### src/crcu_pkg.sv
// crcu_pkg: register map, reset values, field layout and encodings of the CRC unit.
// assumes a single AHB-Lite master, word-aligned accesses, one clock core_clk.

package crcu_pkg;

   localparam int ADDR_W   = 5;
   localparam int DATA_W   = 32;
   localparam int FIFO_DEP = 8;

   localparam logic [ADDR_W-1:0] OFF_RESULT  = 5'h00;
   localparam logic [ADDR_W-1:0] OFF_SCRATCH = 5'h04;
   localparam logic [ADDR_W-1:0] OFF_CONTROL = 5'h08;
   localparam logic [ADDR_W-1:0] OFF_INITVAL = 5'h10;
   localparam logic [ADDR_W-1:0] OFF_GENVAL  = 5'h14;

   localparam logic [31:0] RESULT_RST  = 32'hFFFFFFFF;
   localparam logic [31:0] INITVAL_RST = 32'hFFFFFFFF;
   localparam logic [31:0] GENVAL_RST  = 32'h04C11DB7;
   localparam logic [7:0]  SCRATCH_RST = 8'h00;

   localparam int CTL_RESTART_BIT = 0;
   localparam int CTL_SIZE_LSB    = 3;
   localparam int CTL_REVIN_LSB   = 5;
   localparam int CTL_REVOUT_BIT  = 7;

   localparam logic [2:0] HSIZE_WORD = 3'h2;

   typedef enum logic [1:0] {
      SZ32 = 2'b00,
      SZ16 = 2'b01,
      SZ8  = 2'b10,
      SZ7  = 2'b11
   } crcu_size_e;

   typedef enum logic [1:0] {
      REV_NONE = 2'b00,
      REV_BYTE = 2'b01,
      REV_HALF = 2'b10,
      REV_WORD = 2'b11
   } crcu_rev_e;

   typedef enum logic {
      ENG_IDLE = 1'b0,
      ENG_RUN  = 1'b1
   } crcu_eng_e;

   localparam crcu_size_e SIZE_RST  = SZ32;
   localparam crcu_rev_e  REVIN_RST = REV_NONE;
   localparam logic       REVOUT_RST = 1'b0;

endpackage

### src/crcu_stream_if.sv
// crcu_stream_if: valid/ready word stream between the bus side and the CRC engine.
// assumes both ends sit on the same clock.
`timescale 1ns/1ps
`default_nettype none

interface crcu_stream_if #(parameter int W = 32);
   logic         valid;
   logic         ready;
   logic [W-1:0] data;

   modport mst (output valid, output data, input ready);
   modport slv (input valid, input data, output ready);
endinterface

`default_nettype wire

### src/crcu_fifo.sv
// crcu_fifo: synchronous FIFO with valid/ready on both sides.
// assumes one clock; full shows as inPort.ready low, empty as outPort.valid low.
`timescale 1ns/1ps
`default_nettype none

module crcu_fifo #(
   parameter int W     = 32,
   parameter int DEPTH = 8
) (
   input wire logic    clk,      // core clock
   input wire logic    nrst,     // async reset, active low
   crcu_stream_if.slv  inPort,   // filling side
   crcu_stream_if.mst  outPort   // draining side
);
   localparam int PW = $clog2(DEPTH);
   localparam int CW = $clog2(DEPTH + 1);

   logic [W-1:0]  mem [DEPTH];
   logic [PW-1:0] wrPtr_ff;
   logic [PW-1:0] rdPtr_ff;
   logic [CW-1:0] count_ff;
   logic          push;
   logic          pop;

   assign inPort.ready  = (count_ff != CW'(DEPTH));
   assign outPort.valid = (count_ff != '0);
   assign outPort.data  = mem[rdPtr_ff];
   assign push = inPort.valid & inPort.ready;
   assign pop  = outPort.valid & outPort.ready;

   // storage has no reset; only the pointers and count_ff define what is valid
   always_ff @(posedge clk) begin
      if (push) begin
         mem[wrPtr_ff] <= inPort.data;
      end
   end

   always_ff @(posedge clk or negedge nrst) begin
      if (!nrst) begin
         wrPtr_ff <= '0;
         rdPtr_ff <= '0;
      end else begin
         if (push) begin
            wrPtr_ff <= (wrPtr_ff == PW'(DEPTH - 1)) ? '0 : wrPtr_ff + PW'(1);
         end
         if (pop) begin
            rdPtr_ff <= (rdPtr_ff == PW'(DEPTH - 1)) ? '0 : rdPtr_ff + PW'(1);
         end
      end
   end

   always_ff @(posedge clk or negedge nrst) begin
      if (!nrst) begin
         count_ff <= '0;
      end else begin
         case ({push, pop})
            2'b10:   count_ff <= count_ff + CW'(1);
            2'b01:   count_ff <= count_ff - CW'(1);
            default: count_ff <= count_ff;
         endcase
      end
   end

endmodule

`default_nettype wire

### src/crcu_top.sv
// crcu_top: CRC calculation unit with AHB-Lite register slave.
// assumes an AHB-Lite master on core_clk; HREADY is the bus-wide ready.
`timescale 1ns/1ps
`default_nettype none

module crcu_top
   import crcu_pkg::*;
(
   input  wire logic              core_clk,   // 20 MHz bus clock
   input  wire logic              nrst,       // async reset, active low
   input  wire logic              HSEL,       // slave select
   input  wire logic [ADDR_W-1:0] HADDR,      // byte address, low bits
   input  wire logic [1:0]        HTRANS,     // transfer type
   input  wire logic              HWRITE,     // write when high
   input  wire logic [2:0]        HSIZE,      // transfer size
   input  wire logic [31:0]       HWDATA,     // write data
   input  wire logic              HREADY,     // bus ready in
   output logic [31:0]            HRDATA,     // read data
   output logic                   HREADYOUT,  // slave ready out
   output logic                   HRESP       // error response
);

   // ---- bus address/data phase ----
   logic              dpValid_ff;
   logic              dpWrite_ff;
   logic              dpWord_ff;
   logic [ADDR_W-1:0] dpAddr_ff;
   logic              errCyc_ff;
   logic              addrTake;
   logic              dpMapped;
   logic              dpDone;
   logic              stall;

   // ---- registers ----
   logic [31:0] result_ff;
   logic [31:0] initVal_ff;
   logic [31:0] genVal_ff;
   logic [7:0]  scratch_ff;
   crcu_size_e  size_ff;
   crcu_rev_e   revIn_ff;
   logic        revOut_ff;

   // ---- engine ----
   crcu_eng_e   engState_ff;
   logic [1:0]  byteIdx_ff;
   logic [31:0] curWord_ff;
   logic [1:0]  lastIdx;
   logic [5:0]  crcWidth;
   logic        popFire;
   logic        busyAny;

   // ---- write strobes ----
   logic resultWr;
   logic scratchWr;
   logic ctrlWr;
   logic initWr;
   logic genWr;
   logic restart;

   // ---- datapath ----
   logic [31:0] revByte;
   logic [31:0] revHalf;
   logic [31:0] revWord;
   logic [31:0] inWord;
   logic [31:0] widthMask;
   logic [31:0] resMasked;
   logic [31:0] resRev;
   logic [31:0] resView;
   logic [31:0] ctrlView;

   crcu_stream_if #(.W(DATA_W)) pushIf ();
   crcu_stream_if #(.W(DATA_W)) popIf ();

   crcu_fifo #(
      .W     (DATA_W),
      .DEPTH (FIFO_DEP)
   ) u_fifo (
      .clk     (core_clk),
      .nrst    (nrst),
      .inPort  (pushIf),
      .outPort (popIf)
   );

   assign addrTake = HSEL & HREADY & HTRANS[1];

   always_ff @(posedge core_clk or negedge nrst) begin
      if (!nrst) begin
         dpValid_ff <= 1'b0;
         dpWrite_ff <= 1'b0;
         dpWord_ff  <= 1'b0;
         dpAddr_ff  <= '0;
      end else if (HREADY) begin
         dpValid_ff <= addrTake;
         dpWrite_ff <= HWRITE;
         dpWord_ff  <= (HSIZE == HSIZE_WORD);
         dpAddr_ff  <= HADDR;
      end
   end

   always_comb begin
      case (dpAddr_ff)
         OFF_RESULT, OFF_SCRATCH, OFF_CONTROL, OFF_INITVAL, OFF_GENVAL: dpMapped = 1'b1;
         default: dpMapped = 1'b0;
      endcase
   end

   // data writes stall only when all 8 slots are taken; reads of the
   // result wait until every queued word is folded in
   assign busyAny = popIf.valid | (engState_ff == ENG_RUN);
   assign stall = dpWrite_ff ? (dpAddr_ff == OFF_RESULT && !pushIf.ready)
                             : (dpAddr_ff == OFF_RESULT && busyAny);
   assign HREADYOUT = !(dpValid_ff && (dpMapped ? stall : !errCyc_ff));
   assign HRESP     = dpValid_ff & !dpMapped;
   // sub-word writes are completed but ignored; sub-word reads still return register data
   assign dpDone    = dpValid_ff & dpMapped & HREADYOUT & dpWord_ff;

   always_ff @(posedge core_clk or negedge nrst) begin
      if (!nrst) begin
         errCyc_ff <= 1'b0;
      end else begin
         errCyc_ff <= dpValid_ff & !dpMapped & !errCyc_ff;
      end
   end

   assign resultWr  = dpDone & dpWrite_ff & (dpAddr_ff == OFF_RESULT);
   assign scratchWr = dpDone & dpWrite_ff & (dpAddr_ff == OFF_SCRATCH);
   assign ctrlWr    = dpDone & dpWrite_ff & (dpAddr_ff == OFF_CONTROL);
   assign initWr    = dpDone & dpWrite_ff & (dpAddr_ff == OFF_INITVAL);
   assign genWr     = dpDone & dpWrite_ff & (dpAddr_ff == OFF_GENVAL);
   assign restart   = ctrlWr & HWDATA[CTL_RESTART_BIT];

   // written word goes to the queue, never into the result
   assign pushIf.valid = dpValid_ff & dpWrite_ff & dpWord_ff & (dpAddr_ff == OFF_RESULT);
   assign pushIf.data  = HWDATA;

   always_ff @(posedge core_clk or negedge nrst) begin
      if (!nrst) begin
         scratch_ff <= SCRATCH_RST;
      end else if (scratchWr) begin
         scratch_ff <= HWDATA[7:0];
      end
   end

   // restart flag is never stored, so it reads back as zero
   always_ff @(posedge core_clk or negedge nrst) begin
      if (!nrst) begin
         size_ff   <= SIZE_RST;
         revIn_ff  <= REVIN_RST;
         revOut_ff <= REVOUT_RST;
      end else if (ctrlWr) begin
         size_ff   <= crcu_size_e'(HWDATA[CTL_SIZE_LSB +: 2]);
         revIn_ff  <= crcu_rev_e'(HWDATA[CTL_REVIN_LSB +: 2]);
         revOut_ff <= HWDATA[CTL_REVOUT_BIT];
      end
   end

   always_ff @(posedge core_clk or negedge nrst) begin
      if (!nrst) begin
         initVal_ff <= INITVAL_RST;
         genVal_ff  <= GENVAL_RST;
      end else begin
         if (initWr) begin
            initVal_ff <= HWDATA;
         end
         if (genWr) begin
            genVal_ff <= HWDATA;
         end
      end
   end

   // ---- input and output reversal ----
   genvar i;
   generate
      for (i = 0; i < 32; i++) begin : g_rev
         assign revByte[i] = popIf.data[(i / 8) * 8 + 7 - (i % 8)];
         assign revHalf[i] = popIf.data[(i / 16) * 16 + 15 - (i % 16)];
         assign revWord[i] = popIf.data[31 - i];
         assign resRev[i]  = resMasked[31 - i];
      end
   endgenerate

   always_comb begin
      case (revIn_ff)
         REV_BYTE: inWord = revByte;
         REV_HALF: inWord = revHalf;
         REV_WORD: inWord = revWord;
         default:  inWord = popIf.data;
      endcase
   end

   // width and byte count per size; 7-bit still folds a whole byte
   always_comb begin
      case (size_ff)
         SZ16: begin
            crcWidth = 6'd16;
            lastIdx  = 2'd1;
         end
         SZ8: begin
            crcWidth = 6'd8;
            lastIdx  = 2'd0;
         end
         SZ7: begin
            crcWidth = 6'd7;
            lastIdx  = 2'd0;
         end
         default: begin
            crcWidth = 6'd32;
            lastIdx  = 2'd3;
         end
      endcase
   end

   assign widthMask = (crcWidth == 6'd32) ? 32'hFFFFFFFF
                                          : ((32'h00000001 << crcWidth) - 32'h00000001);
   assign resMasked = result_ff & widthMask;
   assign resView   = revOut_ff ? resRev : resMasked;
   assign ctrlView  = {24'h000000, revOut_ff, revIn_ff, size_ff, 3'h0};

   always_comb begin
      HRDATA = 32'h00000000;
      if (dpValid_ff && !dpWrite_ff) begin
         case (dpAddr_ff)
            OFF_RESULT:  HRDATA = resView;
            OFF_SCRATCH: HRDATA = {24'h000000, scratch_ff};
            OFF_CONTROL: HRDATA = ctrlView;
            OFF_INITVAL: HRDATA = initVal_ff;
            OFF_GENVAL:  HRDATA = genVal_ff;
            default:     HRDATA = 32'h00000000;
         endcase
      end
   end

   // one byte per clock, MSB first, shift-left form
   function automatic logic [31:0] crcu_step8(input logic [31:0] crc,
                                              input logic [7:0]  din,
                                              input logic [31:0] generator_value_reg,
                                              input logic [31:0] mask,
                                              input logic [5:0]  width);
      logic [31:0] c;
      logic        fb;
      c = crc & mask;
      for (int b = 7; b >= 0; b--) begin
         fb = c[5'(width - 6'd1)] ^ din[b];
         c  = (c << 1) & mask;
         if (fb) begin
            c = c ^ (generator_value_reg & mask);
         end
      end
      return c;
   endfunction

   // ---- engine ----
   assign popIf.ready = (engState_ff == ENG_IDLE);
   assign popFire     = popIf.valid & popIf.ready;

   // reversal and byte count are sampled when a word leaves the queue; the width follows size_ff live
   always_ff @(posedge core_clk or negedge nrst) begin
      if (!nrst) begin
         engState_ff <= ENG_IDLE;
         byteIdx_ff  <= 2'd0;
         curWord_ff  <= 32'h00000000;
      end else begin
         case (engState_ff)
            ENG_IDLE: begin
               if (popFire) begin
                  engState_ff <= ENG_RUN;
                  byteIdx_ff  <= lastIdx;
                  curWord_ff  <= inWord;
               end
            end
            ENG_RUN: begin
               if (byteIdx_ff == 2'd0) begin
                  engState_ff <= ENG_IDLE;
               end else begin
                  byteIdx_ff <= byteIdx_ff - 2'd1;
               end
            end
            default: engState_ff <= ENG_IDLE;
         endcase
      end
   end

   // a restart wins over a byte in flight; queued words still follow it
   always_ff @(posedge core_clk or negedge nrst) begin
      if (!nrst) begin
         result_ff <= RESULT_RST;
      end else if (restart) begin
         result_ff <= initVal_ff;
      end else if (initWr) begin
         result_ff <= HWDATA;
      end else if (engState_ff == ENG_RUN) begin
         result_ff <= crcu_step8(result_ff, curWord_ff[8 * byteIdx_ff +: 8],
                                 genVal_ff, widthMask, crcWidth);
      end
   end
endmodule

`default_nettype wire

### config.mk
export PLATFORM = sky130hd
export DESIGN_NAME = crcu_top
export DESIGN_NICKNAME = d
export VERILOG_FILES = /design/src/crcu_pkg.sv /design/src/crcu_stream_if.sv /design/src/crcu_fifo.sv /design/src/crcu_top.sv
export SDC_FILE = /design/constraint.sdc
export NUM_CORES = 1
export LEC_CHECK = 0
export ABC_AREA = 0
export BUFFER_PORTS_ARGS = -buffer_cell sky130_fd_sc_hd__buf_2
export CAP_MARGIN = 20
export CORE_AREA = 2 2 193 195
export CTS_BUF_LIST = sky130_fd_sc_hd__clkbuf_2
export DETAILED_ROUTE_END_ITERATION = 10
export DIE_AREA = 0 0 195 197
export PLACE_DENSITY = 0.8
export SLEW_MARGIN = 20
export SYNTH_ARGS = -nofsm -noshare
export SYNTH_HDL_FRONTEND = slang
export SYNTH_SLANG_ARGS = --single-unit
export TNS_END_PERCENT = 100
### constraint.sdc
create_clock -name core_clk -period 12.7 [get_ports core_clk]
set_input_delay 0.635 -clock core_clk [delete_from_list [all_inputs] [get_ports core_clk]]
set_output_delay 0.635 -clock core_clk [all_outputs]
set_load 0.01 [all_outputs]
==> metrics.cfg, run 1 <==
[logic_synthesis]
async_reset_ff_frac = 0.389
synthTopCellsByArea = edfxtp_1 33%, mux4_2 10%, dfrtp_1 9.1%, dfstp_2 8.8%, nand2_1 6.9%
synth_fp_nets = 2118
synth_warnings = 0
yosysTopAreaCellShare = 0.330
yosys_most_used_dff = edfxtp_1
synth_cell_types = 73
synth_area_leader_cell = edfxtp_1
synth_seq_cells = 419
avgSynthCellArea_sq_um = 11.3
synth.cell_area_sq_mm = 0.0233
syn_inst = 2062
synth_edf_count = 256
yosysSeqAreaShare = 0.509

[clocking]
clkSinkCount = 419
cts_setup_buffers = 0
clockBufferDepth = 3
cts-root-buf = clkbuf_2
cts_made_buffers = 102
htree_levels = 3
cts_tree = yes
clk_pin_slew_ps = 110
worstSkewPairLatency_ps = 1070

[worst_setup_path]
cp-start-kind = register
critPathBufInv = 0
crit_type = register to register
crit_family = compound AO/OA/AOI/OAI gates
crit_path_top_delay_cell = dfrtp_1
worstPathRequired_ps = 13610
worstSetupEndpointType = register
path_max_fanout = 15
slowest_delay_ps = 880
crit_arrival_ps = 12790
timing.critical_path.mode_cell = mux2i_1

[die]
die_h_microns = 197
rows = 70
initial_core_util = 0.643
die_w_microns = 195
die_area_sq_mm = 0.0384
ios = 81
coreArea_sq_mm = 0.0363

[cells_and_area]
postLayoutCellArea_sq_mm = 0.0256
fin_nets = 2235
drive_above_1_share = 0.251
area_delta_synth_final_pct = 9.63

[placement]
port_buffers = 79
dpl-instance-area_sq_mm = 0.0241
hpwlAfterDp_microns = 42300
dp_slack_ps = 1250
place.gp.congestion = 0.938

[grt]
grt_pass1_vias = 17800
grt_pass1_wl_microns = 104000
grt_max_degree = 96
antenna_found_initial = 2
gr-total-overflow = 0
grt_usage = 0.358

[routing]
wl_per_cell_microns = 24.5
wl_microns = 66800
dr.pass1.iters = 6
num_vias = 17800
drt_iter0_drc = 2267
ant_nets = 0
via_per_inst = 6.53
drc_errors = 0

[timing]
max_freq_mhz = 84.1
tns_ps = 0
hold_ws_ps = 302
min_period_over_period = 0.936
grt_setup_unrepaired = false
max_slew_margin = 0.306
finalMaxSlewViolations = 0
worst_pin_slew_ps = 1040
setup_ws_ps = 816
hold_viol_final = 0
fin_skew_ps = 102
layout_min_cycle_time_ps = 11880
final-setup-viol-count = 0

[status]
outcome = finished clean

[power]
vdd_drop_max_uv = 112
p_total_uw = 4270
power.density_mw_per_mm2 = 167
p_leak_uw = 0.00908

[hold_path]
hold_class = primary input to async pin

[flow_run]
cap_violations = 0

## layout by cell type, fill, tap and decap left out, types with 10 or more instances in the layout
master         count
nand2_1          428
edfxtp_1         256
xnor2_1          175
clkbuf_2         163
mux4_2           105
o21ai_0           88
dfrtp_1           80
nor2_1            78
dfstp_2           78
buf_2             78
a21oi_1           72
nand3_1           62
mux2i_1           55
mux2_2            54
dlygate4sd3_1     51
xor2_1            46
buf_4             44
a221oi_1          25
a31oi_1           23
o22ai_1           23
a22oi_1           22
inv_1             21
and3_1            20
nand2b_1          20
nand4_1           17
and2_1            16
clkinv_1          16
a21o_1            11
nor3_1            10
nor3b_1           10
## worst register-to-register path, delay by kind of cell, from the launching register on
kind,cells,cell delay [ps]
multiplexers,7,2750
XOR/XNOR,4,1570
AND/OR/NAND/NOR,8,3040
flip-flops,1,880
AO/OA/AOI/OAI,10,3560
## sequential cells by signal, summed over array words and instances, names as in the netlist, 2 cells and up
name / cells
u_fifo.rdPtr_ff: 3
result_ff: 32
initVal_ff: 32
dpAddr_ff: 5
genVal_ff: 32
curWord_ff: 32
size_ff: 2
u_fifo.wrPtr_ff: 3
u_fifo.mem: 256
byteIdx_ff: 2
revIn_ff: 2
u_fifo.count_ff: 4
scratch_ff: 8
## cells in the mapped netlist, types with 11 or more instances
| cell type | number |
|---|---|
| a31oi_1 | 23 |
| o21ai_0 | 88 |
| mux2_2 | 54 |
| nand2_1 | 428 |
| nand4_1 | 17 |
| a21o_1 | 11 |
| a22oi_1 | 22 |
| inv_1 | 21 |
| mux2i_1 | 55 |
| and2_1 | 16 |
| and3_1 | 20 |
| buf_1 | 25 |
| nand2b_1 | 20 |
| clkbuf_1 | 127 |
| dfstp_2 | 78 |
| dfrtp_1 | 85 |
| a221oi_1 | 25 |
| mux4_2 | 105 |
| o22ai_1 | 23 |
| xor2_1 | 48 |
| xnor2_1 | 177 |
| nor3_1 | 12 |
| nand3_1 | 62 |
| edfxtp_1 | 256 |
| nor2_1 | 85 |
| a21oi_1 | 72 |
## kinds of logic (layout without fill, tap and decap cells)
| group | after synthesis | count (layout) | share of synthesized area |
|---|---|---|---|
| simple gates | 703 | 703 | 0.132 |
| other cells | 0 | 1 | 0 |
| fa+ha+maj | 9 | 9 | 0.00515 |
| compound gates | 302 | 302 | 0.0838 |
| flops | 419 | 419 | 0.509 |
| buf+inv | 184 | 383 | 0.0306 |
| xor+xnor | 227 | 227 | 0.0859 |
| mux | 218 | 218 | 0.154 |
## metal layers
| metal | vias up | global-route usage | wire length (microns) |
|---|---|---|---|
| met1 | 8686 | 0.488 | 24700 |
| met3 | 191 | 0.0816 | 8240 |
| met2 | 1216 | 0.548 | 30400 |
| met5 | - | 0 | 11 |
| li1 | 7741 | - | - |
| met4 | 2 | 0.180 | 3470 |
## where the power goes
group / total (uW) / internal (uW) / leakage [uW] / switching, uW
Combinational: 1760 / 655 / 0.00415 / 1100
Sequential: 1610 / 1540 / 0.00419 / 79.4
Clock: 893 / 342 / 0.000739 / 551
## stage by stage
stage,cells,util
floorplan,2062,-
global placement,2492,0.665
detailed placement,2492,0.665
CTS,2729,0.705
global route,2730,0.705
finish,2730,0.705
## worst paths after layout
check                                 to  cells after the start  slack [ps]        from
max                        result_ff[23]                     29         820  size_ff[0]
min                        genVal_ff[17]                      2         300        nrst
max reg2reg                result_ff[23]                     29         820  size_ff[0]
min reg2reg                    errCyc_ff                      1         430   errCyc_ff
max in group asynchronous      revOut_ff                      3       10900        nrst
min in group core_clk          errCyc_ff                      1         430   errCyc_ff
## area by class of cell
class	count	area [sq um]
antenna	1	2.50
clock buffer	163	816
clock inverter	23	114
fill	2533	10700
inverter	23	86.3
multi-input combinational	1459	10800
sequential	419	11900
tap	468	586
timing repair buffer	174	1240
## what timing repair did
item | in CTS | in global routing
hold endpoints to repair | 335 | 0
resized for setup | 0 | 0
hold buffers | 51 | 0
Power figures use the tool's default switching activity.
==> inputs of run 2 (changes only) <==
- CELL_PAD_IN_SITES_DETAIL_PLACEMENT: default -> 0
- CELL_PAD_IN_SITES_GLOBAL_PLACEMENT: default -> 2
- CORE_AREA: 2 2 193 195 -> 2 2 234 236
- CTS_CLUSTER_SIZE: default -> 16
- DIE_AREA: 0 0 195 197 -> 0 0 236 238
- MAX_ROUTING_LAYER: default -> met4
- PLACE_DENSITY: 0.8 -> 0.79
==> metrics.cfg, run 2 (synthesis results as in run 1) <==
[timing]
setup_ws_ps = 1090  ; +275 ps
max_freq_mhz = 86.1  ; +2.4%
worst_pin_slew_ps = 1150  ; +113 ps
hold_viol_final = 0  ; unchanged
final-setup-viol-count = 0  ; unchanged
fin_skew_ps = 65.0  ; -36.5 ps
max_slew_margin = 0.231  ; -0.0756
layout_min_cycle_time_ps = 11610  ; -275 ps
tns_ps = 0  ; unchanged
grt_setup_unrepaired = false
finalMaxSlewViolations = 0  ; unchanged
min_period_over_period = 0.914  ; -0.0216

[hold_path]
hold_class = primary input to register

[die]
die_area_sq_mm = 0.0562  ; +46%
die_w_microns = 236  ; +21%
initial_core_util = 0.436  ; -0.207
coreArea_sq_mm = 0.0535  ; +48%
die_h_microns = 238  ; +21%
rows = 85  ; +21%
ios = 81  ; unchanged

[clocking]
htree_levels = 3  ; unchanged
cts_resized = 0  ; unchanged
clockBufferDepth = 3  ; unchanged
clkSinkCount = 419  ; unchanged
cts_tree = yes
cts_made_buffers = 107  ; +4.9%
clk_pin_slew_ps = 100  ; about the same
cts-root-buf = clkbuf_2
worstSkewPairLatency_ps = 1150  ; +80 ps

[power]
power_frac_clock = 0.216  ; +0.007
switchingPower_uw = 1790  ; +3.1%
p_sw_frac = 0.413  ; +0.00704
internal_power_uw = 2540  ; +0.19%
power.density_mw_per_mm2 = 166  ; -0.33%
pwr-share-comb = 0.409  ; -0.003
p_leak_uw = 0.00915  ; +0.74%
power_frac_seq = 0.374  ; -0.005
vdd_drop_max_uv = 112  ; +0.57%

[routing]
drt_iter0_drc = 1478  ; -35%
dr.pass1.iters = 6  ; unchanged
ant_nets = 0  ; unchanged
drc_errors = 0  ; unchanged
num_vias = 17100  ; -4.0%
via_per_inst = 5.74  ; -12%
wl_microns = 72200  ; +8.2%
wl_per_cell_microns = 24.2  ; -0.96%

[cells_and_area]
layout_commonest_cell = nand2_1
fin_nets = 2247  ; +0.54%
largest-register = u_fifo.mem
area_delta_synth_final_pct = 11.5
drive_above_1_share = 0.252  ; +0.000862
largest_register_ffs = 256  ; unchanged
layout_common_cells = 427 x nand2_1, 256 x edfxtp_1, 175 x xnor2_1

[grt]
grt_pass1_wl_microns = 109000  ; +5.1%
gr-total-overflow = 0  ; unchanged
grt_max_degree = 73  ; -24%
grt_pass1_vias = 16900  ; -5.0%
grt_usage = 0.268  ; -0.0898
antenna_found_initial = 1  ; -1

[worst_setup_path]
crit_path_top_delay_cell = a2111oi_4
crit_type = register to register
worstPathRequired_ps = 13740  ; +130 ps
worstSetupEndpointType = register
timing.critical_path.mode_cell = mux2i_1
slowest_delay_ps = 940  ; +60 ps
cp-start-kind = register
path_max_fanout = 19  ; +4
crit_arrival_ps = 12650  ; -140 ps

[placement]
hpwlAfterDp_microns = 46400  ; +9.6%
dp_slack_ps = 1210  ; -39.0 ps
place.gp.congestion = 0.887  ; -5.5%
port_buffers = 79  ; unchanged

[flow_run]
cap_violations = 0  ; unchanged

[status]
outcome = finished clean

run 2: stage by stage:
step / utilization / hold slack, ps / std cells / total power (uW) / cell area (sq um)
floorplan: - / 339 / 2062 / 2830 / 23300
global placement: 0.457 / 403 / 2724 / 3370 / 24500
detailed placement: 0.457 / 400 / 2724 / 3400 / 24500
CTS: 0.486 / 253 / 2980 / 4360 / 26000
global route: 0.486 / 325 / 2983 / 4580 / 26000
finish: 0.486 / 368 / 2983 / 4330 / 26000
run 2: power by group through the flow:
| stage | logic (uW) | registers, uW | clock network [uW] |
|---|---|---|---|
| after floorplan | 1230 | 1590 | 0 |
| after global placement | 1720 | 1650 | 0 |
| after detailed placement | 1750 | 1650 | 0 |
| after CTS | 1770 | 1620 | 967 |
| after global routing | 1900 | 1640 | 1040 |
| final | 1770 | 1620 | 934 |
run 2: repair_timing:
item	4_1_cts	5_1_grt
buffers inserted	0	0
endpoints found under the hold margin	446	0
hold buffers	53	0
run 2: layer usage:
| metal | up-vias | part of all wire | global-route usage |
|---|---|---|---|
| met5 | - | 0 | - |
| met3 | 102 | 0.062 | 0.0426 |
| met4 | 0 | 0.028 | 0.0911 |
| met1 | 8602 | 0.47 | 0.386 |
| met2 | 618 | 0.44 | 0.387 |
| li1 | 7795 | - | - |
run 2: cell type report:
cell class                 instances  area, sq um
tap                              696          871
inverter                          23         86.3
timing repair buffer             181         1310
clock inverter                    46          219
antenna                            2         5.00
multi-input combinational       1459        10900
sequential                       419        11900
clock buffer                     157          786
fill                            4865        27500
run 2: final timing paths:
check,startpoint,to,slack (ps),cells after the start
max,byteIdx_ff[0],result_ff[23],1090,30
min,HWDATA[27],initVal_ff[27],370,4
max reg2reg,byteIdx_ff[0],result_ff[23],1090,30
min reg2reg,errCyc_ff,errCyc_ff,430,1
max in group asynchronous,nrst,revOut_ff,11080,4
min in group asynchronous,nrst,curWord_ff[25],570,4
run 2: critical path: cells and delay by family, from the launching register on:
kind | cells | cell delay [ps]
simple gates | 8 | 3050
xor+xnor | 4 | 1570
flops | 1 | 340
mux | 7 | 2660
buf+inv | 1 | 240
compound gates | 10 | 3660
==> inputs of run 3 (changes only) <==
- CORE_AREA: 2 2 234 236 -> 2 2 245 247
- DIE_AREA: 0 0 236 238 -> 0 0 247 249
- PLACE_DENSITY: 0.79 -> 0.76
- clock period: 12.7 -> 9.4 ns (I/O delays scaled with it)
==> metrics.cfg, run 3 (synthesis results as in run 1) <==
[status]
outcome = finished clean

[timing]
final-setup-viol-count = 0  ; unchanged
hold_viol_final = 0  ; unchanged
max_slew_margin = 0.232  ; +0.00148
fin_skew_ps = 86.3  ; +21.3 ps
hold_ws_ps = 173  ; -195 ps
max_freq_mhz = 111  ; +29%
layout_min_cycle_time_ps = 9000  ; -2610 ps
finalMaxSlewViolations = 0  ; unchanged
min_period_over_period = 0.957  ; +0.0433
worst_pin_slew_ps = 1150  ; -2.21 ps

[clocking]
cts_tree = yes
cts-root-buf = clkbuf_2
clk_pin_slew_ps = 110  ; about the same
clkSinkCount = 419  ; unchanged
worstSkewPairLatency_ps = 1160  ; about the same
cts_made_buffers = 106  ; -0.93%
clockBufferDepth = 3  ; unchanged
htree_levels = 3  ; unchanged

[worst_setup_path]
timing.critical_path.mode_cell = buf_4
worstSetupEndpointType = register
worstPathRequired_ps = 10430  ; -3310 ps
cp-start-kind = register
crit_arrival_ps = 10030  ; -2620 ps
crit_type = register to register
critPathBufInv = 6  ; +5
crit_path_top_delay_cell = mux4_2
path_max_fanout = 9  ; -10
slowest_delay_ps = 580  ; -360 ps
crit_family = compound AO/OA/AOI/OAI gates

[placement]
hpwlAfterDp_microns = 47200  ; +1.9%
port_buffers = 79  ; unchanged
place.gp.congestion = 0.874  ; -1.5%

[cells_and_area]
layout_commonest_cell = nand2_1
drive_above_1_share = 0.270  ; +0.0177
final_util = 0.453  ; -0.0332
area_delta_synth_final_pct = 14.0
largest_register_ffs = 256  ; unchanged
layout_common_cells = 427 x nand2_1, 256 x edfxtp_1, 175 x xnor2_1
largest-register = u_fifo.mem
fin_nets = 2292  ; +2.0%

[routing]
wl_per_cell_microns = 23.7  ; -2.0%
wl_microns = 73700  ; +2.0%
drt_iter0_drc = 1859  ; +26%
drc_errors = 0  ; unchanged
ant_nets = 0  ; unchanged
num_vias = 17500  ; +2.0%
via_per_inst = 5.63  ; -2.0%
dr.pass1.iters = 8  ; +2

[grt]
grt_pass1_vias = 17200  ; +1.6%
gr-total-overflow = 0  ; unchanged
antenna_found_initial = 2  ; +1
grt_pass1_wl_microns = 109000  ; +0.55%
grt_usage = 0.246  ; -0.0219
grt_max_degree = 71  ; -2.7%

[die]
rows = 89  ; +4.7%
die_w_microns = 247  ; +4.7%
ios = 81  ; unchanged
initial_core_util = 0.397  ; -0.0386
die_h_microns = 249  ; +4.6%
coreArea_sq_mm = 0.0587  ; +9.7%
die_area_sq_mm = 0.0615  ; +9.5%

[hold_path]
hold_class = primary input to async pin

[power]
power.density_mw_per_mm2 = 228  ; +37%
p_leak_uw = 0.00940  ; +2.8%
vdd_drop_max_uv = 131  ; +16%

[flow_run]
cap_violations = 0  ; unchanged

==> run 3: cell count changes in the layout (fill, tap and decap cells not counted), moves of 2 or more <==
cell and delta:
a21boi_1 +2, clkinv_2 -5, dlygate4sd3_1 +6, clkinv_4 -2
o311ai_0 -2, buf_6 +2, o311ai_1 +2, clkbuf_2 +3
mux2i_2 +2, mux2i_1 -4, a21boi_0 -2, buf_4 +38
mux2i_4 +2
==> run 3: metal layers <==
metal | wire [microns] | global-route usage | up-vias | part of all wire
met1 | 33100 | 0.342 | 8800 | 0.45
li1 | - | - | 7889 | -
met4 | 2130 | 0.0823 | 0 | 0.029
met2 | 33500 | 0.364 | 640 | 0.45
met3 | 4910 | 0.0446 | 126 | 0.067
met5 | 0 | - | - | 0
==> run 3: final timing paths <==
kind	slack, ps	start	end	cells past startpoint
max reg2reg	400	byteIdx_ff[0]	result_ff[3]	35
min	170	nrst	result_ff[25]	2
min reg2reg	420	errCyc_ff	errCyc_ff	1
max	400	byteIdx_ff[0]	result_ff[3]	35
min in group core_clk	190	HWDATA[10]	initVal_ff[10]	4
max in group asynchronous	7590	nrst	revOut_ff	4
==> run 3: through the flow <==
stage	instances	total power [uW]	cell area [sq um]	setup slack [ps]	setup TNS [ps]
6_report	3103	6050	26600	400	0
5_1_grt	3102	6400	26600	-77.7	-212
4_1_cts	3091	6000	26400	10.9	0
3_5_place_dp	2830	4670	24800	-94.6	-213
3_3_place_gp	2830	4620	24800	70.9	0
2_1_floorplan	2062	3820	23300	548	0
==> run 3: power by group <==
part | switching [uW] | total, uW | internal (uW) | leakage (uW)
Combinational | 1560 | 2610 | 1040 | 0.00444
Clock | 783 | 1280 | 493 | 0.000763
Sequential | 98.4 | 2170 | 2070 | 0.00419
Total | 2440 | 6050 | 3610 | 0.00940
==> run 3: final cells by class <==
| type | instances | area, sq um |
|---|---|---|
| Clock inverter | 40 | 204 |
| Timing Repair Buffer | 227 | 1700 |
| Clock buffer | 160 | 801 |
| Sequential cell | 419 | 11900 |
| Multi-Input combinational cell | 1459 | 11000 |
| Inverter | 23 | 86.3 |
| Antenna cell | 2 | 5.00 |
| Fill cell | 5502 | 32100 |
| Tap cell | 773 | 967 |
==> run 3: timing repair <==
action / in CTS / in global routing
pin swaps: 1 / 8
hold buffers: 58 / 0
cloned: 0 / 1
buffers inserted: 3 / 9
setup endpoints to repair: 9 / 31
hold endpoints to repair: 457 / 0
gates resized for setup: 2 / 22
